File: config.mk
export PLATFORM = sky130hd
export DESIGN_NAME = fbx_exec
export DESIGN_NICKNAME = d
export VERILOG_FILES = /design/src/pkg/fbx_pkg.sv /design/src/core/fbx_exec.sv
export VERILOG_INCLUDE_DIRS = /design/src /design/src/pkg
export SDC_FILE = /design/constraint.sdc
export NUM_CORES = 1
export LEC_CHECK = 0
export BUFFER_PORTS_ARGS = -buffer_cell sky130_fd_sc_hd__buf_2
export CORE_AREA = 4 4 199 201
export CTS_BUF_LIST = sky130_fd_sc_hd__clkbuf_8
export CTS_CLUSTER_SIZE = 10
export DETAILED_ROUTE_END_ITERATION = 10
export DIE_AREA = 0 0 203 205
export MAX_ROUTING_LAYER = met4
export SLEW_MARGIN = 15
export SYNTH_ARGS = -nofsm -noshare
export SYNTH_HDL_FRONTEND = slang
export SYNTH_SLANG_ARGS = --single-unit
File: constraint.sdc
create_clock -name clk -period 5.4 [get_ports clk]
set_input_delay 0 -clock clk [delete_from_list [all_inputs] [get_ports clk]]
set_output_delay 0 -clock clk [all_outputs]
set_load 0.05 [all_outputs]
File: src/pkg/fbx_consts.svh
// Constants for the float-op and breakpoint execution block.
// Assumes inclusion by bare name from the core file and the bench.
`ifndef FBX_CONSTS_SVH
`define FBX_CONSTS_SVH
`define FBX_SIGN_BIT      31
`define FBX_MAX_LIST      16
`define FBX_IMM_MAX       1020
`define FBX_WORD_BYTES    4
`define FBX_FSC_RESET     32'h0000_0000
`define FBX_CMP_CYCLES    1
`endif

File: src/pkg/fbx_pkg.sv
// Types for the float-op and breakpoint execution block.
// Assumes fbx_consts.svh is on the include path.
package fbx_pkg;
  typedef enum logic [3:0] {
    FBX_OP_NONE, FBX_OP_WFS, FBX_OP_MUL, FBX_OP_NEG, FBX_OP_NMLA,
    FBX_OP_NMLS, FBX_OP_NMUL, FBX_OP_POP, FBX_OP_PUSH, FBX_OP_SQRT,
    FBX_OP_STM, FBX_OP_STR, FBX_OP_SUB, FBX_OP_DEBUG_BREAK_INSTR
  } fbx_op_t;
  typedef enum logic [1:0] {FBX_IDLE, FBX_MEM, FBX_DEBUG} fbx_state_t;
endpackage : fbx_pkg

File: src/core/fbx_exec.sv
// Execution of float ops, extension register memory ops and breakpoint.
// Assumes a decoded op with register values supplied by the core, and
// a memory port that accepts one word per cycle when mem_ready is high.
`timescale 1ns/10ps
`default_nettype none
`include "fbx_consts.svh"

module fbx_exec #(
  parameter int LIST_MAX = `FBX_MAX_LIST
) (
  input  wire logic                clk,
  input  wire logic                rst_n,
  input  wire logic                op_valid,
  input  wire fbx_pkg::fbx_op_t    op_code,
  input  wire logic                op_cond_pass,
  input  wire logic                op_dest_given,
  input  wire logic [4:0]          op_dest,
  input  wire logic [4:0]          op_src_a,
  input  wire logic [31:0]         val_core,
  input  wire logic [31:0]         val_d,
  input  wire logic [31:0]         val_a,
  input  wire logic [31:0]         val_b,
  input  wire logic [31:0]         fp_mul,
  input  wire logic [31:0]         fp_add,
  input  wire logic [31:0]         fp_sqrt,
  input  wire logic [31:0]         base_addr,
  input  wire logic                mode_decr,
  input  wire logic                imm_given,
  input  wire logic                imm_sub,
  input  wire logic [9:0]          imm_off,
  input  wire logic [4:0]          list_len,
  input  wire logic [7:0]          brk_imm,
  input  wire logic [3:0]          core_flags_in,
  input  wire logic                mem_ready,
  input  wire logic [31:0]         mem_rdata,
  input  wire logic                debug_resume,
  output logic                     busy,
  output logic                     rf_we,
  output logic [4:0]               rf_waddr,
  output logic [31:0]              rf_wdata,
  output logic [31:0]              float_status_ctrl,
  output logic [3:0]               core_flags,
  output logic                     mem_req,
  output logic                     mem_we,
  output logic [31:0]              mem_addr,
  output logic [31:0]              mem_wdata,
  output logic                     wb_we,
  output logic [31:0]              wb_addr,
  output logic                     debug_halt
);
  // ==========================================================
  // Arithmetic results and issue gate, combinational from the multiplier, base address and op ports
  logic [31:0] nm_prod;
  logic [31:0] op_addr;
  logic        go;
  assign nm_prod = {~fp_mul[`FBX_SIGN_BIT], fp_mul[30:0]};
  // Predicate failure suppresses all ops except breakpoint
  assign go = op_valid && !busy &&
    (op_cond_pass || op_code == fbx_pkg::FBX_OP_DEBUG_BREAK_INSTR);
  assign op_addr = !imm_given ? base_addr :
    imm_sub ? base_addr - {22'h0, imm_off}
            : base_addr + {22'h0, imm_off};

  // ==========================================================
  // Sequencer state
  fbx_pkg::fbx_state_t state_reg, state_next;
  logic [4:0]  cnt_reg, cnt_next;
  logic [4:0]  reg_idx_reg, reg_idx_next;
  logic [31:0] addr_reg, addr_next;
  logic        load_reg, load_next;
  logic        rf_we_next, mem_req_next, mem_we_next, wb_we_next;
  logic [4:0]  rf_waddr_next;
  logic [31:0] rf_wdata_next, mem_addr_next, mem_wdata_next, wb_addr_next;
  logic [31:0] fsc_next;

  always_comb begin
    state_next     = state_reg;
    cnt_next       = cnt_reg;
    reg_idx_next   = reg_idx_reg;
    addr_next      = addr_reg;
    load_next      = load_reg;
    rf_we_next     = 1'b0;
    rf_waddr_next  = op_dest;
    rf_wdata_next  = rf_wdata;
    mem_req_next   = 1'b0;
    mem_we_next    = 1'b0;
    mem_addr_next  = mem_addr;
    mem_wdata_next = mem_wdata;
    wb_we_next     = 1'b0;
    wb_addr_next   = wb_addr;
    fsc_next       = float_status_ctrl;
    case (state_reg)
      fbx_pkg::FBX_IDLE: begin
        if (go) begin
          case (op_code)
            fbx_pkg::FBX_OP_WFS:  fsc_next = val_core;
            fbx_pkg::FBX_OP_MUL: begin
              rf_we_next    = 1'b1;
              rf_waddr_next = op_dest_given ? op_dest : op_src_a;
              rf_wdata_next = fp_mul;
            end
            fbx_pkg::FBX_OP_NEG: begin
              rf_we_next    = 1'b1;
              rf_wdata_next = {~val_b[`FBX_SIGN_BIT], val_b[30:0]};
            end
            // Core feeds the adder p+d for accumulate, p-d for subtract
            fbx_pkg::FBX_OP_NMLA: begin
              rf_we_next    = 1'b1;
              rf_wdata_next = {~fp_add[31], fp_add[30:0]};
            end
            fbx_pkg::FBX_OP_NMLS: begin
              rf_we_next    = 1'b1;
              rf_wdata_next = fp_add;
            end
            fbx_pkg::FBX_OP_NMUL: begin
              rf_we_next    = 1'b1;
              rf_waddr_next = op_dest_given ? op_dest : op_src_a;
              rf_wdata_next = nm_prod;
            end
            fbx_pkg::FBX_OP_SQRT: begin
              rf_we_next    = 1'b1;
              rf_wdata_next = fp_sqrt;
            end
            fbx_pkg::FBX_OP_SUB: begin
              rf_we_next    = 1'b1;
              rf_waddr_next = op_dest_given ? op_dest : op_src_a;
              rf_wdata_next = fp_add;
            end
            fbx_pkg::FBX_OP_STR: begin
              mem_req_next   = 1'b1;
              mem_we_next    = 1'b1;
              mem_addr_next  = op_addr;
              mem_wdata_next = val_d;
              state_next     = fbx_pkg::FBX_MEM;
              cnt_next       = 5'd1;
              reg_idx_next   = op_dest;
              addr_next      = op_addr;
              load_next      = 1'b0;
            end
            fbx_pkg::FBX_OP_POP, fbx_pkg::FBX_OP_PUSH,
            fbx_pkg::FBX_OP_STM: begin
              // Lengths outside 1..LIST_MAX are dropped as undefined
              if (list_len != 5'd0 &&
                  {27'h0, list_len} <= 32'(LIST_MAX)) begin
                load_next    = (op_code == fbx_pkg::FBX_OP_POP);
                cnt_next     = list_len;
                reg_idx_next = op_dest;
                state_next   = fbx_pkg::FBX_MEM;
                // Push and decrement_before start below the base
                if (op_code == fbx_pkg::FBX_OP_PUSH || (op_code ==
                    fbx_pkg::FBX_OP_STM && mode_decr)) begin
                  addr_next = base_addr - {25'h0, list_len, 2'b00};
                  wb_addr_next = base_addr - {25'h0, list_len, 2'b00};
                end else begin
                  addr_next = base_addr;
                  wb_addr_next = base_addr + {25'h0, list_len, 2'b00};
                end
                mem_req_next  = 1'b1;
                mem_we_next   = (op_code != fbx_pkg::FBX_OP_POP);
                mem_addr_next = addr_next;
                mem_wdata_next = val_d;
              end
            end
            fbx_pkg::FBX_OP_DEBUG_BREAK_INSTR: state_next = fbx_pkg::FBX_DEBUG;
            default: ;
          endcase
        end
      end
      fbx_pkg::FBX_MEM: begin
        mem_req_next   = 1'b1;
        mem_we_next    = !load_reg;
        mem_addr_next  = addr_reg;
        mem_wdata_next = mem_wdata;
        if (mem_ready) begin
          if (load_reg) begin
            rf_we_next    = 1'b1;
            rf_waddr_next = reg_idx_reg;
            rf_wdata_next = mem_rdata;
          end
          cnt_next     = cnt_reg - 5'd1;
          reg_idx_next = reg_idx_reg + 5'd1;
          addr_next    = addr_reg + 32'(`FBX_WORD_BYTES);
          mem_addr_next = addr_next;
          mem_wdata_next = val_d;
          if (cnt_reg == 5'd1) begin
            mem_req_next = 1'b0;
            mem_we_next  = 1'b0;
            state_next   = fbx_pkg::FBX_IDLE;
            // Write-back pulses on the last beat of every memory op, single store too; STR leaves wb_addr as it was
            wb_we_next   = 1'b1;
          end
        end
      end
      fbx_pkg::FBX_DEBUG: begin
        if (debug_resume) state_next = fbx_pkg::FBX_IDLE;
      end
      default: state_next = fbx_pkg::FBX_IDLE;
    endcase
  end

  always_ff @(posedge clk or negedge rst_n) begin
    if (!rst_n) begin
      state_reg         <= fbx_pkg::FBX_IDLE;
      cnt_reg           <= 5'h0;
      reg_idx_reg       <= 5'h0;
      addr_reg          <= 32'h0;
      load_reg          <= 1'b0;
      rf_we             <= 1'b0;
      rf_waddr          <= 5'h0;
      rf_wdata          <= 32'h0;
      mem_req           <= 1'b0;
      mem_we            <= 1'b0;
      mem_addr          <= 32'h0;
      mem_wdata         <= 32'h0;
      wb_we             <= 1'b0;
      wb_addr           <= 32'h0;
      float_status_ctrl <= `FBX_FSC_RESET;
      core_flags        <= 4'h0;
      busy              <= 1'b0;
      debug_halt        <= 1'b0;
    end else begin
      state_reg         <= state_next;
      cnt_reg           <= cnt_next;
      reg_idx_reg       <= reg_idx_next;
      addr_reg          <= addr_next;
      load_reg          <= load_next;
      rf_we             <= rf_we_next;
      rf_waddr          <= rf_waddr_next;
      rf_wdata          <= rf_wdata_next;
      mem_req           <= mem_req_next;
      mem_we            <= mem_we_next;
      mem_addr          <= mem_addr_next;
      mem_wdata         <= mem_wdata_next;
      wb_we             <= wb_we_next;
      wb_addr           <= wb_addr_next;
      float_status_ctrl <= fsc_next;
      // Core flags pass through; no op here alters them
      core_flags        <= core_flags_in;
      busy              <= state_next != fbx_pkg::FBX_IDLE;
      debug_halt        <= state_next == fbx_pkg::FBX_DEBUG;
    end
  end

  // ==========================================================
  // Assertions
  a_fsc_copy: assert property (@(posedge clk) disable iff (!rst_n)
    go && op_code == fbx_pkg::FBX_OP_WFS |=> float_status_ctrl ==
    $past(val_core)) else $error("status write lost");
  a_fsc_hold: assert property (@(posedge clk) disable iff (!rst_n)
    !(go && op_code == fbx_pkg::FBX_OP_WFS) |=> $stable(float_status_ctrl))
    else $error("status changed by other op");
  a_neg_sign: assert property (@(posedge clk) disable iff (!rst_n)
    go && op_code == fbx_pkg::FBX_OP_NEG |=> rf_we &&
    rf_wdata == ($past(val_b) ^ 32'h8000_0000)) else $error("negate bad");
  a_nmul_neg: assert property (@(posedge clk) disable iff (!rst_n)
    go && op_code == fbx_pkg::FBX_OP_NMUL |=> rf_wdata ==
    ($past(fp_mul) ^ 32'h8000_0000)) else $error("nmul sign bad");
  a_mul_dest: assert property (@(posedge clk) disable iff (!rst_n)
    go && op_code == fbx_pkg::FBX_OP_MUL && !op_dest_given |=>
    rf_waddr == $past(op_src_a)) else $error("mul dest bad");
  a_str_base: assert property (@(posedge clk) disable iff (!rst_n)
    go && op_code == fbx_pkg::FBX_OP_STR && !imm_given |=>
    mem_req && mem_addr == $past(base_addr)) else $error("store addr bad");
  a_debug_break_instr_debug: assert property (@(posedge clk) disable iff (!rst_n)
    op_valid && !busy && op_code == fbx_pkg::FBX_OP_DEBUG_BREAK_INSTR |=> debug_halt)
    else $error("breakpoint missed");
  a_db_below: assert property (@(posedge clk) disable iff (!rst_n)
    go && op_code == fbx_pkg::FBX_OP_STM && mode_decr && list_len != 5'd0 &&
    list_len <= 5'd16 |=> mem_addr == $past(base_addr) -
    {25'h0, $past(list_len), 2'b00}) else $error("db addr bad");
  a_flags_keep: assert property (@(posedge clk) disable iff (!rst_n)
    debug_halt && $stable(core_flags_in) |=> $stable(core_flags))
    else $error("flags moved");
  c_pop: cover property (@(posedge clk) go && op_code == fbx_pkg::FBX_OP_POP);
  c_stm: cover property (@(posedge clk) wb_we);
  c_debug_break_instr: cover property (@(posedge clk) debug_halt ##1 !debug_halt);
endmodule : fbx_exec
`default_nettype wire

# Word-level counts from Yosys, hierarchy flattened
# Index checks and enable logic that the tools add are counted.
# word_totals
reg_bits	188
input_bits	339
word_cells	139
# op_classes
addsub	7
magnitude_cmp	1
eq_ne	25
mux	64
n_bitwise	3
n_reduce_logical	22
# ops
op	count
$mux W32	13
$pmux W32 S2	5
$pmux W32 S6	1
$mux W5	11
$pmux W5 S2	5
$add A32 B10 Y32	1
$add A32 B3 Y32 const B	1
$add A32 B7 Y32	1
$sub A32 B10 Y32	1
$sub A32 B7 Y32	1
$eq A4 B4 Y1 const B	6
$eq A4 B3 Y1 const B	4
$mux W1	16
$pmux W1 S2	6
$pmux W2 S3	2
$mux W2	5
$reduce_and A5 Y1	2
$eq A4 B2 Y1 const B	2
$ne A2 B2 Y1 const B	4
$reduce_and A4 Y1	2
$ne A7 B2 Y1 const B	1
$reduce_or A7 Y1	1
$reduce_bool A2 Y1	3
$reduce_or A3 Y1	2
18 further kinds	26

# Longest topological paths before layout
# depth
depth_word	8
mapped_depth	15
ltp_nobuf	15

# Least setup slack after synthesis
# OpenSTA, ideal clock, no wires.
# synth_path
path_kind	in2reg
startpoint	in imm_off[8]
endpoint	reg addr_reg[26]
setup_time_ns	0.134
arrival_ns	2.921
required_ns	5.266
path_slack_ns	2.345
path_stages	14
path_cell_list	or4_1 -> nor2_2 -> a21oi_2 -> inv_1 -> ha_1 -> clkbuf_1 -> a21o_1 -> o21ai_0 -> o211ai_1 -> a2111oi_0 -> a211oi_1 -> or3_1 -> a21oi_1 -> o41ai_1
# synth_via
elab_chain_cells	6
# synth_rtl
element	line	source
start: declaration	fbx_exec.sv:30	input wire logic [9:0] imm_off,
$add A32 B10 Y32 or $sub A32 B10 Y32 (tied branches)	fbx_exec.sv:62, fbx_exec.sv:61	
$mux W32 (*)	fbx_exec.sv:61	imm_sub ? base_addr - {22'h0, imm_off}
$mux W32 (*)	fbx_exec.sv:60	assign op_addr = !imm_given ? base_addr :
$pmux W32 S2 (*)	fbx_exec.sv:95	case (op_code)
$mux W32 (*)	fbx_exec.sv:94	if (go) begin
$pmux W32 S2 (*)	n/a	
end signal: assignment	fbx_exec.sv:225	addr_reg <= addr_next;
end: declaration	fbx_exec.sv:69	logic [31:0] addr_reg, addr_next;
# Mark *: on every way between the ends. The rest lies on a longest branch, timed or not. The select of a mux whose other input is x is not followed.
# A chain may end at the register's enable or synchronous reset.

# Worst setup path after layout
# layout_path
startpoint	in imm_off[0]
endpoint	reg addr_reg[26]
# Same word-level chain as after synthesis.

==> impl_metrics.toml <==
[critical_path]
start_kind = "input port"
r2r-start = "state_reg[0]"
startpoint = "imm_off[0]"
r2r_cells = 7
ff2ff_setup_slack_ns = 2.20
critPathKind = "in -> reg"
required_ns = 5.77
cp_max_fo = 8
arrival_ns = 4.16
r2r_end = "reg_idx_reg[2]"
endpoint_kind = "flip-flop"

[synth]
syn_area_per_cell_um2 = 8.28
ys_seq_elements = 188
syn_area_mm2 = 0.0129
synth_edf_count = 0
syn_inst = 1558
ys.warnings.count = 0
synthFlopType = "dfrtp_1"
synth-async-reset-ratio_pct = 100
ys_types = 76
yosysSeqAreaShare_pct = 36.5
synth_nets = 1947

[hold_path]
min_path_type = "in -> reg"
min_from = "base_addr[22]"
min_to = "wb_addr[22]"
holdPathStages = 3

[placement]
place_congestion = 0.964
io_buffers = 473
dp_hpwl_mm = 42.1
place_ws_ns = 1.65

[clock_tree]
cts_made_buffers = 17
cts_resized = 0
cts.path.max_buffers = 2
cts.sinks = 188
clk_latency_ns = 0.49
clkTransAtPathRegs_ns = 0.12
root_buffer = "clkbuf_8"
cts_tree = "done"
htreeDepth = 4

[floorplanning]
start_util_pct = 34.3
die_w_um = 203
pin_count = 514
die_y_um = 205
dieArea_mm2 = 0.0416
coreArea_mm2 = 0.0376
core.rowCount = 71

[grt]
antenna_found_initial = 14
grt-ovfl-total = 0
grt_pass1_wl_mm = 81.0
grt_max_degree = 110
grt_pass1_vias = 13900
track_usage_pct = 25.7

[final_layout]
multi_input_area_mm2 = 0.00759
regArea_mm2 = 0.00470
drive_gt1_share_pct = 27.4
nNetsFinal = 2525
syn_to_final_growth_pct = 38.5
fillCellCount = 3684

[route]
wire_per_inst_um = 20.4
final_antenna_net_count = 0
drcViolationCount = 0
drtPass1Iterations = 7
totalWireLength_mm = 54.6
via_count = 14500
drtIter0Drc = 1307
routed_via_density = 5.41

[sta]
finalSetupViolations = 0
max_slew_margin_pct = 28.8
fmax_mhz = 264
slew_viol_final = 0
holdWs_ns = 0.0374
hold_viol_final = 0
skew_ns = 0.0245
fin_tns_setup_ns = 0
fin_crit_ns = 3.78
setup_ws_ns = 1.62
rsz0062_at_grt = "no"
fin_crit_sh_pct = 70.1
tightest_slew_ns = 1.06

[power_and_ir_drop]
total_power_w = 0.00749
ir_drop_mv = 0.205
powerDensity_mw_per_mm2 = 419
p_leak_nw = 8.52

[run]
maxCapViolCount = 0

[outcome]
status = "finished, final reports clean"
[cells by family (layout without fill, tap and decap cells)]
| kind of cell | count (synthesis) | in the layout | synth area share, % |
|---|---|---|---|
| simple gates | 563 | 563 | 20.6 |
| compound gates | 460 | 460 | 23.5 |
| flops | 188 | 188 | 36.5 |
| buf+inv | 174 | 765 | 5.14 |
| xor+xnor | 66 | 66 | 4.48 |
| mux | 57 | 57 | 4.77 |
| fa+ha+maj | 50 | 50 | 5.03 |
| other cells | 0 | 14 | 0 |
[Yosys cell counts (14+ instances only)]
cell type  number  area [um^2]
nand2_1       248          931
dfrtp_1       188         4700
o21ai_0       131          656
nor2_1         91          342
clkbuf_1       86          323
a21oi_1        83          415
inv_1          72          270
nand3_1        63          315
ha_1           47          588
o211ai_1       45          338
xnor2_1        41          359
mux2_2         36          405
nor3_1         33          165
a222oi_1       32          320
xor2_1         25          219
a31oi_1        23          144
mux2i_1        21          210
a21o_1         20          150
nand4_1        15         93.8
o22ai_1        15         93.8
and2_1         14         87.6
nand2b_1       14         87.6
[stage by stage]
step | instance area [um^2] | std cells | utilization, %
floorplan | 12900 | 1558 | -
global placement | 15700 | 2455 | 41.8
detailed placement | 15700 | 2455 | 41.8
CTS | 17800 | 2660 | 47.4
global route | 17900 | 2674 | 47.5
finish | 17900 | 2674 | 47.5
[final cells by class]
class | instances | area share (%)
flip-flops and latches | 188 | 26.3
multi-input cells | 1196 | 42.5
clock inverters | 15 | 0.953
inverters | 72 | 1.51
repair buffers | 661 | 23.6
well taps | 511 | 3.58
clock buffers | 17 | 1.31
diodes | 14 | 0.196
[routing by layer]
layer,GRT usage (%),share of wire [%],vias up
met3,3.78,6.6,132
met4,13.5,5.3,0
met2,42.3,49,656
met1,30.6,39,6855
li1,-,-,6836
met5,-,0,-
[worst max path at each step]
| stage | to |
|---|---|
| 2_1_floorplan | addr_reg[26] |
| 3_3_place_gp | addr_reg[28] |
| 3_5_place_dp | addr_reg[28] |
| 4_1_cts | addr_reg[28] |
| 5_1_grt | addr_reg[26] |
| 6_report | addr_reg[26] |
[critical path, stage by stage]
cell and delay, ns:
dlygate4sd3_1 0.53, buf_2 0.15, or4_1 0.43, nor2_1 0.23, a21oi_2 0.17, inv_1 0.17, ha_1 0.34, a21o_1 0.22
o21ai_0 0.21, o211ai_1 0.17, a2111oi_0 0.72, a211oi_1 0.21, or3_1 0.34, a21oi_1 0.18, o41ai_1 0.09
[where the power goes]
group	switching, W	internal, W
Clock	0.000615	0.000353
Sequential	0.000397	0.00191
Combinational	0.00312	0.00110
[layout by cell type (no fill, tap or decap), types with 13 or more instances in the layout]
master | synthesis | layout
buf_2 | 2 | 472
nand2_1 | 248 | 246
dfrtp_1 | 188 | 188
dlygate4sd3_1 | 0 | 173
o21ai_0 | 131 | 131
nor2_1 | 91 | 91
a21oi_1 | 83 | 83
inv_1 | 72 | 73
nand3_1 | 63 | 62
ha_1 | 47 | 47
o211ai_1 | 45 | 45
xnor2_1 | 41 | 41
mux2_2 | 36 | 36
nor3_1 | 33 | 32
a222oi_1 | 32 | 32
xor2_1 | 25 | 25
a31oi_1 | 23 | 22
mux2i_1 | 21 | 21
a21o_1 | 20 | 20
clkbuf_8 | 0 | 18
nand4_1 | 15 | 15
buf_4 | 0 | 15
diode_2 | 0 | 14
o22ai_1 | 15 | 14
and2_1 | 14 | 14
nand2b_1 | 14 | 13
[what timing repair did]
| item | CTS | global route |
|---|---|---|
| hold endpoints to repair | 254 | 0 |
| hold buffers | 173 | 0 |
| buffers inserted | 0 | 0 |
Power figures use the tool's default switching activity.
